<file path="config.mk">
export PLATFORM = sky130hd
export DESIGN_NAME = edr_top
export DESIGN_NICKNAME = d
export VERILOG_FILES = /design/src/verilog/edr_pkg.sv /design/src/verilog/edr_top.sv
export SDC_FILE = /design/constraint.sdc
export NUM_CORES = 2
export LEC_CHECK = 0
export ABC_AREA = 1
export BUFFER_PORTS_ARGS = -buffer_cell sky130_fd_sc_hd__buf_4
export CAP_MARGIN = 20
export CORE_ASPECT_RATIO = 1.1
export CORE_MARGIN = 4
export CORE_UTILIZATION = 55
export CTS_CLUSTER_SIZE = 40
export DETAILED_ROUTE_END_ITERATION = 7
export PLACE_DENSITY = 0.69
export SYNTH_ARGS = -nofsm -noshare
export SYNTH_HDL_FRONTEND = slang
export SYNTH_SLANG_ARGS = --single-unit
</file>
<file path="constraint.sdc">
create_clock -name i_mclk -period 34 [get_ports i_mclk]
set_input_delay 3.4 -clock i_mclk [delete_from_list [all_inputs] [get_ports i_mclk]]
set_output_delay 3.4 -clock i_mclk [all_outputs]
set_load 0.01 [all_outputs]
</file>
<file path="src/verilog/edr_pkg.sv">
// edr_pkg: shared constants and carrier types of the protected ram block
package edr_pkg;

    // ------------------------------------------------------------
    // default geometry
    // ------------------------------------------------------------
    localparam int EDR_DATA_W_DEF   = 8;
    localparam int EDR_PAR_W_DEF    = 5;
    localparam int EDR_DEPTH_DEF    = 256;

    // ------------------------------------------------------------
    // register map, byte addresses on the apb bus
    // ------------------------------------------------------------
    localparam logic [11:0] EDR_OFS_CTRL    = 12'h000;
    localparam logic [11:0] EDR_OFS_PERIOD  = 12'h004;
    localparam logic [11:0] EDR_OFS_STATUS  = 12'h008;
    localparam logic [11:0] EDR_OFS_ERRCNT  = 12'h00C;

    // ctrl fields
    localparam int          EDR_CTRL_EN_BIT  = 0;
    localparam int          EDR_CTRL_CLR_BIT = 1;
    localparam logic        EDR_CTRL_EN_RST  = 1'h1;

    // status fields
    localparam int EDR_ST_ACTIVE_BIT   = 0;
    localparam int EDR_ST_INIT_BIT     = 1;
    localparam int EDR_ST_TMO_BIT      = 2;
    localparam int EDR_ST_THROTTLE_BIT = 3;
    localparam int EDR_ST_ERR_BIT      = 4;
    localparam int EDR_ST_COR_BIT      = 5;

    // scrub interval in clock cycles after reset
    localparam logic [15:0] EDR_PERIOD_RST  = 16'h1000;
    localparam int          EDR_TIMER_W     = 16;

    // ------------------------------------------------------------
    // sequencer states
    // ------------------------------------------------------------
    typedef enum logic [1:0] {
        EDR_S_IDLE  = 2'b00,
        EDR_S_INIT  = 2'b01,
        EDR_S_READ  = 2'b10,
        EDR_S_CHECK = 2'b11
    } edr_fsm_t;

    // ------------------------------------------------------------
    // apb carriers
    // ------------------------------------------------------------
    typedef struct packed {
        logic        psel;
        logic        penable;
        logic        pwrite;
        logic [11:0] paddr;
        logic [31:0] pwdata;
    } edr_apb_req_t;

    typedef struct packed {
        logic        pready;
        logic        pslverr;
        logic [31:0] prdata;
    } edr_apb_rsp_t;

endpackage

</file>
<file path="src/verilog/edr_top.sv">
// edr_top: secded protected two-port ram with scrubber, codec mode and apb status
//
// Decided for this implementation: the APB slave port and the placing of the registers.
`timescale 1ns/1ns
module edr_top
    import edr_pkg::*;
#(
    parameter int K          = EDR_DATA_W_DEF,
    parameter int R          = EDR_PAR_W_DEF,
    parameter int DEPTH      = EDR_DEPTH_DEF,
    parameter bit TMR        = 1'b0,
    parameter bit EXT_RAM    = 1'b0,
    parameter bit TEST       = 1'b1,
    parameter bit SCRUB_ON   = 1'b1,
    parameter bit INIT_RAM   = 1'b1,
    parameter bit ADDR_MATCH = 1'b1,
    localparam int N         = K + R,
    localparam int AW        = $clog2(DEPTH),
    localparam int UW        = K + 2 * AW + 5
) (
    input  wire logic          i_mclk,
    input  wire logic          i_reset,
    input  wire logic          i_global_async_reset_n,
    input  wire edr_apb_req_t  i_apb,
    output edr_apb_rsp_t       o_apb,
    input  wire logic [K-1:0]  i_write_word_in,
    input  wire logic          i_user_write_enable,
    input  wire logic [AW-1:0] i_user_write_addr,
    input  wire logic          i_user_read_enable,
    input  wire logic [AW-1:0] i_user_read_addr,
    input  wire logic          i_scrub_halt_in,
    input  wire logic          i_scrub_launch_in,
    input  wire logic          i_scrub_interval_restart,
    input  wire logic [UW-1:0] i_copy2,
    input  wire logic [UW-1:0] i_copy3,
    input  wire logic [N-1:0]  i_external_codeword_in,
    input  wire logic [N-1:0]  i_fault_inject_mask,
    output logic      [K-1:0]  o_read_data,
    output logic      [R-1:0]  o_read_parity,
    output logic               o_read_valid,
    output logic      [AW-1:0] o_delayed_read_addr_out,
    output logic               o_error_flag,
    output logic               o_correctable_flag,
    output logic               o_init_done,
    output logic      [N-1:0]  o_encoded_word_out,
    output logic      [N-1:0]  o_raw_codeword,
    output logic               o_scrub_active_flag,
    output logic               o_scrub_done,
    output logic               o_scrub_throttle_flag,
    output logic               o_scrub_timeout_flag
);

    // ------------------------------------------------------------
    // elaboration checks
    // ------------------------------------------------------------
    if (K < 1 || R < 4 || ((1 << (R - 1)) - R) < K) begin : g_bad_code
        $error("edr_top: parity width too small for data width");
    end
    if (DEPTH < 2 || AW > 16) begin : g_bad_depth
        $error("edr_top: depth out of range");
    end

    // ------------------------------------------------------------
    // hsiao codec
    // ------------------------------------------------------------
    typedef struct packed {
        logic [K-1:0] data;
        logic [R-1:0] par;
        logic         err;
        logic         cor;
    } dec_t;

    // column of data bit idx: odd weight of three or more
    function automatic logic [R-1:0] hcol(input int idx);
        int          n;
        logic [R-1:0] v;
        hcol = '0;
        n = 0;
        for (int c = 1; c < (1 << R); c++) begin
            v = R'(c);
            if ($countones(v) >= 3 && ($countones(v) % 2) == 1) begin
                if (n == idx) hcol = v;
                n++;
            end
        end
    endfunction

    function automatic logic [R-1:0] parity(input logic [K-1:0] d);
        parity = '0;
        for (int i = 0; i < K; i++) begin
            if (d[i]) parity = parity ^ hcol(i);
        end
    endfunction

    function automatic dec_t decode(input logic [N-1:0] cw);
        logic [R-1:0] syn;
        syn = cw[R-1:0] ^ parity(cw[N-1:R]);
        decode.data = cw[N-1:R];
        decode.par  = cw[R-1:0];
        decode.err  = |syn;
        decode.cor  = 1'b0;
        for (int i = 0; i < K; i++) begin
            if (syn == hcol(i)) begin
                decode.data[i] = ~decode.data[i];
                decode.cor     = 1'b1;
            end
        end
        for (int j = 0; j < R; j++) begin
            if (syn == R'(1 << j)) begin
                decode.par[j] = ~decode.par[j];
                decode.cor    = 1'b1;
            end
        end
    endfunction

    // ------------------------------------------------------------
    // input voting
    // ------------------------------------------------------------
    logic [UW-1:0] in1, uv;
    logic [K-1:0]  u_wdata;
    logic [AW-1:0] u_waddr, u_raddr;
    logic          u_wen, u_ren, u_halt, u_launch, u_restart;

    assign in1 = {i_write_word_in, i_user_write_enable, i_user_write_addr,
                  i_user_read_enable, i_user_read_addr, i_scrub_halt_in,
                  i_scrub_launch_in, i_scrub_interval_restart};
    assign uv = TMR ? ((in1 & i_copy2) | (in1 & i_copy3) | (i_copy2 & i_copy3)) : in1;
    assign {u_wdata, u_wen, u_waddr, u_ren, u_raddr, u_halt, u_launch, u_restart} = uv;

    // ------------------------------------------------------------
    // state
    // ------------------------------------------------------------
    typedef struct packed {
        edr_fsm_t                 fsm;
        logic [AW-1:0]            saddr;
        logic                     rd_vld;
        logic                     rd_scrub;
        logic [AW-1:0]            rd_addr;
        logic [N-1:0]             cw;
        logic [K-1:0]             out_data;
        logic [R-1:0]             out_par;
        logic                     out_vld;
        logic [AW-1:0]            out_addr;
        logic                     err;
        logic                     cor;
        logic [N-1:0]             enc;
        logic [EDR_TIMER_W-1:0]   timer;
        logic                     tmo;
        logic                     done;
        logic                     throttle;
        logic                     init_done;
        logic                     ctrl_en;
        logic [EDR_TIMER_W-1:0]   period;
        logic [15:0]              errcnt;
        edr_apb_rsp_t             apb;
    } st_t;

    localparam st_t ST_ASYNC = '{fsm: (INIT_RAM ? EDR_S_INIT : EDR_S_IDLE),
                                 init_done: !INIT_RAM, ctrl_en: EDR_CTRL_EN_RST,
                                 period: EDR_PERIOD_RST, default: '0};
    localparam st_t ST_SYNC  = '{fsm: EDR_S_IDLE, init_done: 1'b1,
                                 ctrl_en: EDR_CTRL_EN_RST,
                                 period: EDR_PERIOD_RST, default: '0};

    st_t          q, d;
    logic [N-1:0] mem [DEPTH];
    logic         mem_we, mem_re, busy, acc, unmapped, expired, can_scrub;
    logic [AW-1:0] mem_wa, mem_ra;
    logic [N-1:0] mem_wd, inj;
    dec_t         dec;

    assign dec = decode(q.cw);
    assign inj = TEST ? i_fault_inject_mask : '0;
    // user access without halt throttles scrub
    assign busy = u_wen | u_ren;
    assign expired = (q.timer >= q.period);
    assign can_scrub = SCRUB_ON && !EXT_RAM && q.ctrl_en;
    assign acc = i_apb.psel & i_apb.penable;
    assign unmapped = !(i_apb.paddr inside {EDR_OFS_CTRL, EDR_OFS_PERIOD,
                                            EDR_OFS_STATUS, EDR_OFS_ERRCNT});

    // ------------------------------------------------------------
    // next state
    // ------------------------------------------------------------
    always_comb begin
        d = q;
        d.done = 1'b0;
        d.throttle = 1'b0;
        d.out_vld = 1'b0;
        mem_we = u_wen & !EXT_RAM;
        mem_wa = u_waddr;
        mem_wd = {u_wdata, parity(u_wdata)} ^ inj;
        mem_re = u_ren;
        mem_ra = u_raddr;
        d.rd_scrub = 1'b0;
        if (u_wen) d.enc = {u_wdata, parity(u_wdata)} ^ inj;
        if (q.timer != '1) d.timer = q.timer + 1'b1;
        if (u_restart) d.timer = '0;
        case (q.fsm)
            EDR_S_INIT: begin
                mem_we = 1'b1;
                mem_wa = q.saddr;
                mem_wd = {{K{1'b0}}, parity('0)};
                mem_re = 1'b0;
                d.saddr = q.saddr + 1'b1;
                if (q.saddr == AW'(DEPTH - 1)) begin
                    d.fsm = EDR_S_IDLE;
                    d.saddr = '0;
                    d.init_done = 1'b1;
                end
            end
            EDR_S_IDLE: begin
                if (can_scrub && expired && u_halt) d.tmo = 1'b1;
                if (can_scrub && !u_halt && (u_launch || expired || q.tmo)) begin
                    d.fsm = EDR_S_READ;
                    d.saddr = '0;
                    d.timer = '0;
                    d.tmo = 1'b0;
                end
            end
            EDR_S_READ, EDR_S_CHECK: begin
                d.timer = '0;
                if (u_halt) begin
                    d.fsm = EDR_S_IDLE;
                end else if (busy) begin
                    d.throttle = 1'b1;
                    d.fsm = EDR_S_READ;
                end else if (q.fsm == EDR_S_READ) begin
                    mem_re = 1'b1;
                    mem_ra = q.saddr;
                    d.rd_scrub = 1'b1;
                    d.fsm = EDR_S_CHECK;
                end else begin
                    mem_we = dec.err & dec.cor;
                    mem_wa = q.saddr;
                    mem_wd = {dec.data, dec.par};
                    d.saddr = q.saddr + 1'b1;
                    d.fsm = EDR_S_READ;
                    if (q.saddr == AW'(DEPTH - 1)) begin
                        d.fsm = EDR_S_IDLE;
                        d.done = 1'b1;
                    end
                end
            end
            default: d.fsm = EDR_S_IDLE;
        endcase
        d.rd_vld = mem_re;
        d.rd_addr = mem_ra;
        if (mem_re) d.cw = EXT_RAM ? i_external_codeword_in : mem[mem_ra];
        if (q.rd_vld && !q.rd_scrub) begin
            d.out_vld = 1'b1;
            d.out_data = dec.data;
            d.out_par = dec.par;
            d.err = dec.err;
            d.cor = dec.cor;
            d.out_addr = ADDR_MATCH ? q.rd_addr : '0;
        end
        // apb slave, one wait state
        d.apb.pready = acc & !q.apb.pready;
        if (acc && !q.apb.pready) begin
            d.apb.pslverr = unmapped;
            d.apb.prdata = '0;
            case (i_apb.paddr)
                EDR_OFS_CTRL:   d.apb.prdata[EDR_CTRL_EN_BIT] = q.ctrl_en;
                EDR_OFS_PERIOD: d.apb.prdata[EDR_TIMER_W-1:0] = q.period;
                EDR_OFS_STATUS: begin
                    d.apb.prdata[EDR_ST_ACTIVE_BIT]   = o_scrub_active_flag;
                    d.apb.prdata[EDR_ST_INIT_BIT]     = q.init_done;
                    d.apb.prdata[EDR_ST_TMO_BIT]      = q.tmo;
                    d.apb.prdata[EDR_ST_THROTTLE_BIT] = q.throttle;
                    d.apb.prdata[EDR_ST_ERR_BIT]      = q.err;
                    d.apb.prdata[EDR_ST_COR_BIT]      = q.cor;
                end
                EDR_OFS_ERRCNT: d.apb.prdata[15:0] = q.errcnt;
                default:        d.apb.prdata = '0;
            endcase
        end
        if (acc && q.apb.pready && i_apb.pwrite) begin
            if (i_apb.paddr == EDR_OFS_CTRL) begin
                d.ctrl_en = i_apb.pwdata[EDR_CTRL_EN_BIT];
                if (i_apb.pwdata[EDR_CTRL_CLR_BIT]) d.errcnt = '0;
            end
            if (i_apb.paddr == EDR_OFS_PERIOD) d.period = i_apb.pwdata[EDR_TIMER_W-1:0];
        end
        // count after clear so a correction in the clear cycle survives
        if (q.rd_vld && dec.cor && q.errcnt != '1) d.errcnt = d.errcnt + 1'b1;
        if (i_reset) d = ST_SYNC;
    end

    // ------------------------------------------------------------
    // registers
    // ------------------------------------------------------------
    // both resets
    always_ff @(posedge i_mclk or negedge i_global_async_reset_n) begin
        if (!i_global_async_reset_n) begin
            q <= ST_ASYNC;
        end else begin
            q <= d;
        end
    end

    // ram contents survive both resets; only init clears them
    always_ff @(posedge i_mclk) begin
        if (mem_we) begin
            mem[mem_wa] <= mem_wd;
        end
    end

    // ------------------------------------------------------------
    // outputs
    // ------------------------------------------------------------
    assign o_apb                  = q.apb;
    assign o_read_data            = q.out_data;
    assign o_read_parity          = q.out_par;
    assign o_read_valid           = q.out_vld;
    assign o_delayed_read_addr_out = q.out_addr;
    assign o_error_flag           = q.err;
    assign o_correctable_flag     = q.cor;
    assign o_init_done            = q.init_done;
    assign o_encoded_word_out     = q.enc;
    assign o_raw_codeword         = q.cw;
    assign o_scrub_active_flag    = (q.fsm == EDR_S_READ) || (q.fsm == EDR_S_CHECK);
    assign o_scrub_done           = q.done;
    assign o_scrub_throttle_flag  = q.throttle;
    assign o_scrub_timeout_flag   = q.tmo;
endmodule

</file>
==> flow_summary.ini <==
[min_path]
hold_path.class = flip-flop to flip-flop

[setup_path]
arrival_ns = 10.69
rrSetupSlack_ns = 26.13
critPathRequiredTime_ns = 34.78
cp_slowest_cell = buf_4
crit_chain = buf_4, clkinv_1, nand3_1, buf_4, nand2_1, nand2_4, buf_4, buf_12, buf_4, buf_4, buf_4, nand2_1, nand3_1, nand3_1, nand3_1, nand3_1, nand3_1, nand3_1, nand3_1, nand3_1, nand2_1
worstPathMaxFanout = 168
worstSetupPathType = input port to flip-flop
cpPeakStageDelay_ns = 0.78
worstSetupEndpointType = flip-flop
path_buf_inv = 8
setup.worst_path.start_class = input port
cp_common_cell = nand3_1
crit_family = buffers and inverters

[placement]
io_buffers = 148
place_congestion = 0.919
dp_hpwl_um = 212000
dp_slack_ns = 23.63

[floorplanning]
ios = 252
fp-row-count = 195
die_x_um = 493
die_height_um = 542
core_mm2 = 0.257
dieArea_mm2 = 0.267
start_util_pct = 55.4

[cells_and_area]
nets = 12400
fill_cells = 19400
area_delta_synth_final_pct = 11.5
seq_area_mm2 = 0.103
layout_common_cells = 3580 x nand2_1, 3414 x nand3_1, 3328 x edfxtp_1
multi_input_area_mm2 = 0.0346
final_common_cell = nand2_1
drive_above_1_share_pct = 8.67

[sta]
min_period_ns = 9.91
clock.fmax_mhz = 101
worst_pin_slew_ns = 1.31
finalSetupViolations = 0
setup-tns-final_ns = 0
hold_viol_final = 0
rsz0062_at_grt = false
slew_headroom_pct = 12.8
period_share_pct = 29.1
slew_viol_final = 0
fin_worst_skew_ns = 0.0641
setup_slack_ns = 24.09

[clocking]
cts.reportedPaths.clkPinSlew_ns = 0.07
cts-root-buf = clkbuf_16
clock_latency_ns = 0.91
cts_tree = yes
ctsResizeCount = 0
cts.htree.levels = 5
clock-sinks = 3469
ctsHoldBuffers = 0
numCtsBuffers = 346
clk_path_buf_depth = 4
cts_setup_buffers = 0

[logic_synthesis]
synth_warnings = 0
synth.avg_cell_area_um2 = 11.7
ys_seq_area_share_pct = 72.7
synth_seq_cells = 3469
syn_area_mm2 = 0.142
yosysUniqueCellTypes = 46
synthCells = 12200

[flow_run]
max_cap_viol_count = 0

[detailed_routing]
avgViaCountPerCell = 6.01
via_count = 96000
drt-wirelength-per-cell_um = 24.3
drc = 0
ant_nets = 0
drtPass1Iterations = 8
wl_um = 388000
drtIter0Drc = 11600

[pwr]
powerDensity_mw_per_mm2 = 61.8
leakage_uw = 0.0566
p_total_uw = 9810
peakVddDrop_mv = 0.0466

[global_routing]
grt_usage_pct = 28.4
grt_max_degree = 196
grt_pass1_wl_um = 574000
antenna_found_initial = 8
gr-total-overflow = 0
grt_pass1_vias = 90900

[run_status]
status = complete, no violations
==> synth_stat cells (all sizes together) <==
library cell	count	area, um2
a41oi	2	17.5
a2111oi	2	17.5
o21a	1	7.51
nand2	3595	13500
nand3	3414	17100
buf	503	2610
o21ai	62	318
nand4	10	62.6
o22a	1	8.76
conb	1	3.75
nor2	404	1520
dfstp	3	78.8
clkbuf	379	1420
nor3b	2	15.0
or2	4	25.0
a21oi	14	70.1
clkinv	4	15.0
xor2	44	400
dfrtp	138	3450
a31o	1	8.76
o311ai	1	8.76
o211ai	1	7.51
mux2i	1	10.0
a211oi	2	15.0
o22ai	35	219
ha	19	238
edfxtp	3328	99900
inv	152	571
nor3	19	95.1
a31oi	3	18.8
nor4	6	37.5
nand3b	3	22.5
a21o	2	15.0
a32o	5	50.1
xnor2	46	440
o221ai	5	43.8
==> cell families (layout without fill, tap and decap cells) <==
group | Yosys count | count (layout) | share of synthesized area [%]
compound gates | 137 | 137 | 0.580
xor+xnor | 90 | 90 | 0.591
fa+ha+maj | 19 | 19 | 0.167
buf+inv | 1038 | 1320 | 3.24
flops | 3469 | 3469 | 72.7
mux | 1 | 1 | 0.00703
other cells | 1 | 22 | 0.00263
simple gates | 7457 | 7457 | 22.7
==> cell type report <==
type	count	share of cell area (%)
sequential	3469	65.2
multi-input combinational	7720	21.8
clock buffer	418	5.76
timing repair buffer	554	2.90
tap	3447	2.72
clock inverter	192	1.25
inverter	156	0.380
antenna	6	0.00946
==> layer usage <==
metal / vias to the layer above / global-route usage (%) / wire, um
met5: - / 0 / 26
li1: 43200 / - / -
met1: 46900 / 38.0 / 145000
met2: 5017 / 45.0 / 184000
met4: 4 / 14.1 / 21000
met3: 877 / 5.36 / 37800
==> worst paths after layout <==
kind                       depth (start not counted)              startpoint                         end
max reg2reg                                       21                  q[156]          o_raw_codeword[12]
max                                               21         i_scrub_halt_in          o_raw_codeword[12]
min reg2reg                                        2                  q[141]  o_delayed_read_addr_out[4]
min                                                2                  q[141]  o_delayed_read_addr_out[4]
min in group asynchronous                          1  i_global_async_reset_n                       q[56]
max in group asynchronous                          2  i_global_async_reset_n          o_raw_codeword[11]
==> sequential cells by signal, summed over array words and instances, names as in the netlist <==
name                     count
mem                       3328
o_scrub_done                 1
can_scrub                    1
o_raw_codeword              13
o_read_valid                 1
o_read_parity                5
o_apb                       18
o_init_done                  1
q                           68
o_delayed_read_addr_out      8
o_correctable_flag           1
o_read_data                  8
o_encoded_word_out          13
o_scrub_timeout_flag         1
o_error_flag                 1
o_scrub_throttle_flag        1
==> metrics by stage <==
step                std cells  instance area, um2  hold slack (ns)  util [%]
global placement        15300              147000            0.426      57.2
CTS                     15900              159000            0.439      61.7
floorplan               12200              142000            0.418         -
detailed placement      15300              147000            0.429      57.4
finish                  16000              159000            0.438      61.7
global route            16000              159000            0.445      61.7
==> worst register-to-register path: stages, from the launching register on <==
cell and delay (ns):
dfrtp_1 0.42, inv_1 0.37, nor2_1 0.19, nand3_1 0.31, buf_4 0.34, nand2_1 0.14, nand2_4 0.39, buf_4 0.76
buf_12 0.60, buf_4 0.93, buf_4 0.60, buf_4 0.81, nand2_1 0.20, nand3_1 0.12, nand3_1 0.13, nand3_1 0.15
nand3_1 0.11, nand3_1 0.21, nand3_1 0.47, nand3_1 0.21, nand3_1 0.19, nand2_1 0.12
==> power breakdown <==
group          internal (uW)  switching [uW]  total (uW)
clock                   2210            1580        3790
combinational            226             848        1070
sequential              4920            17.9        4940
total                   7360            2450        9810
(Power assumes the default switching activity.)
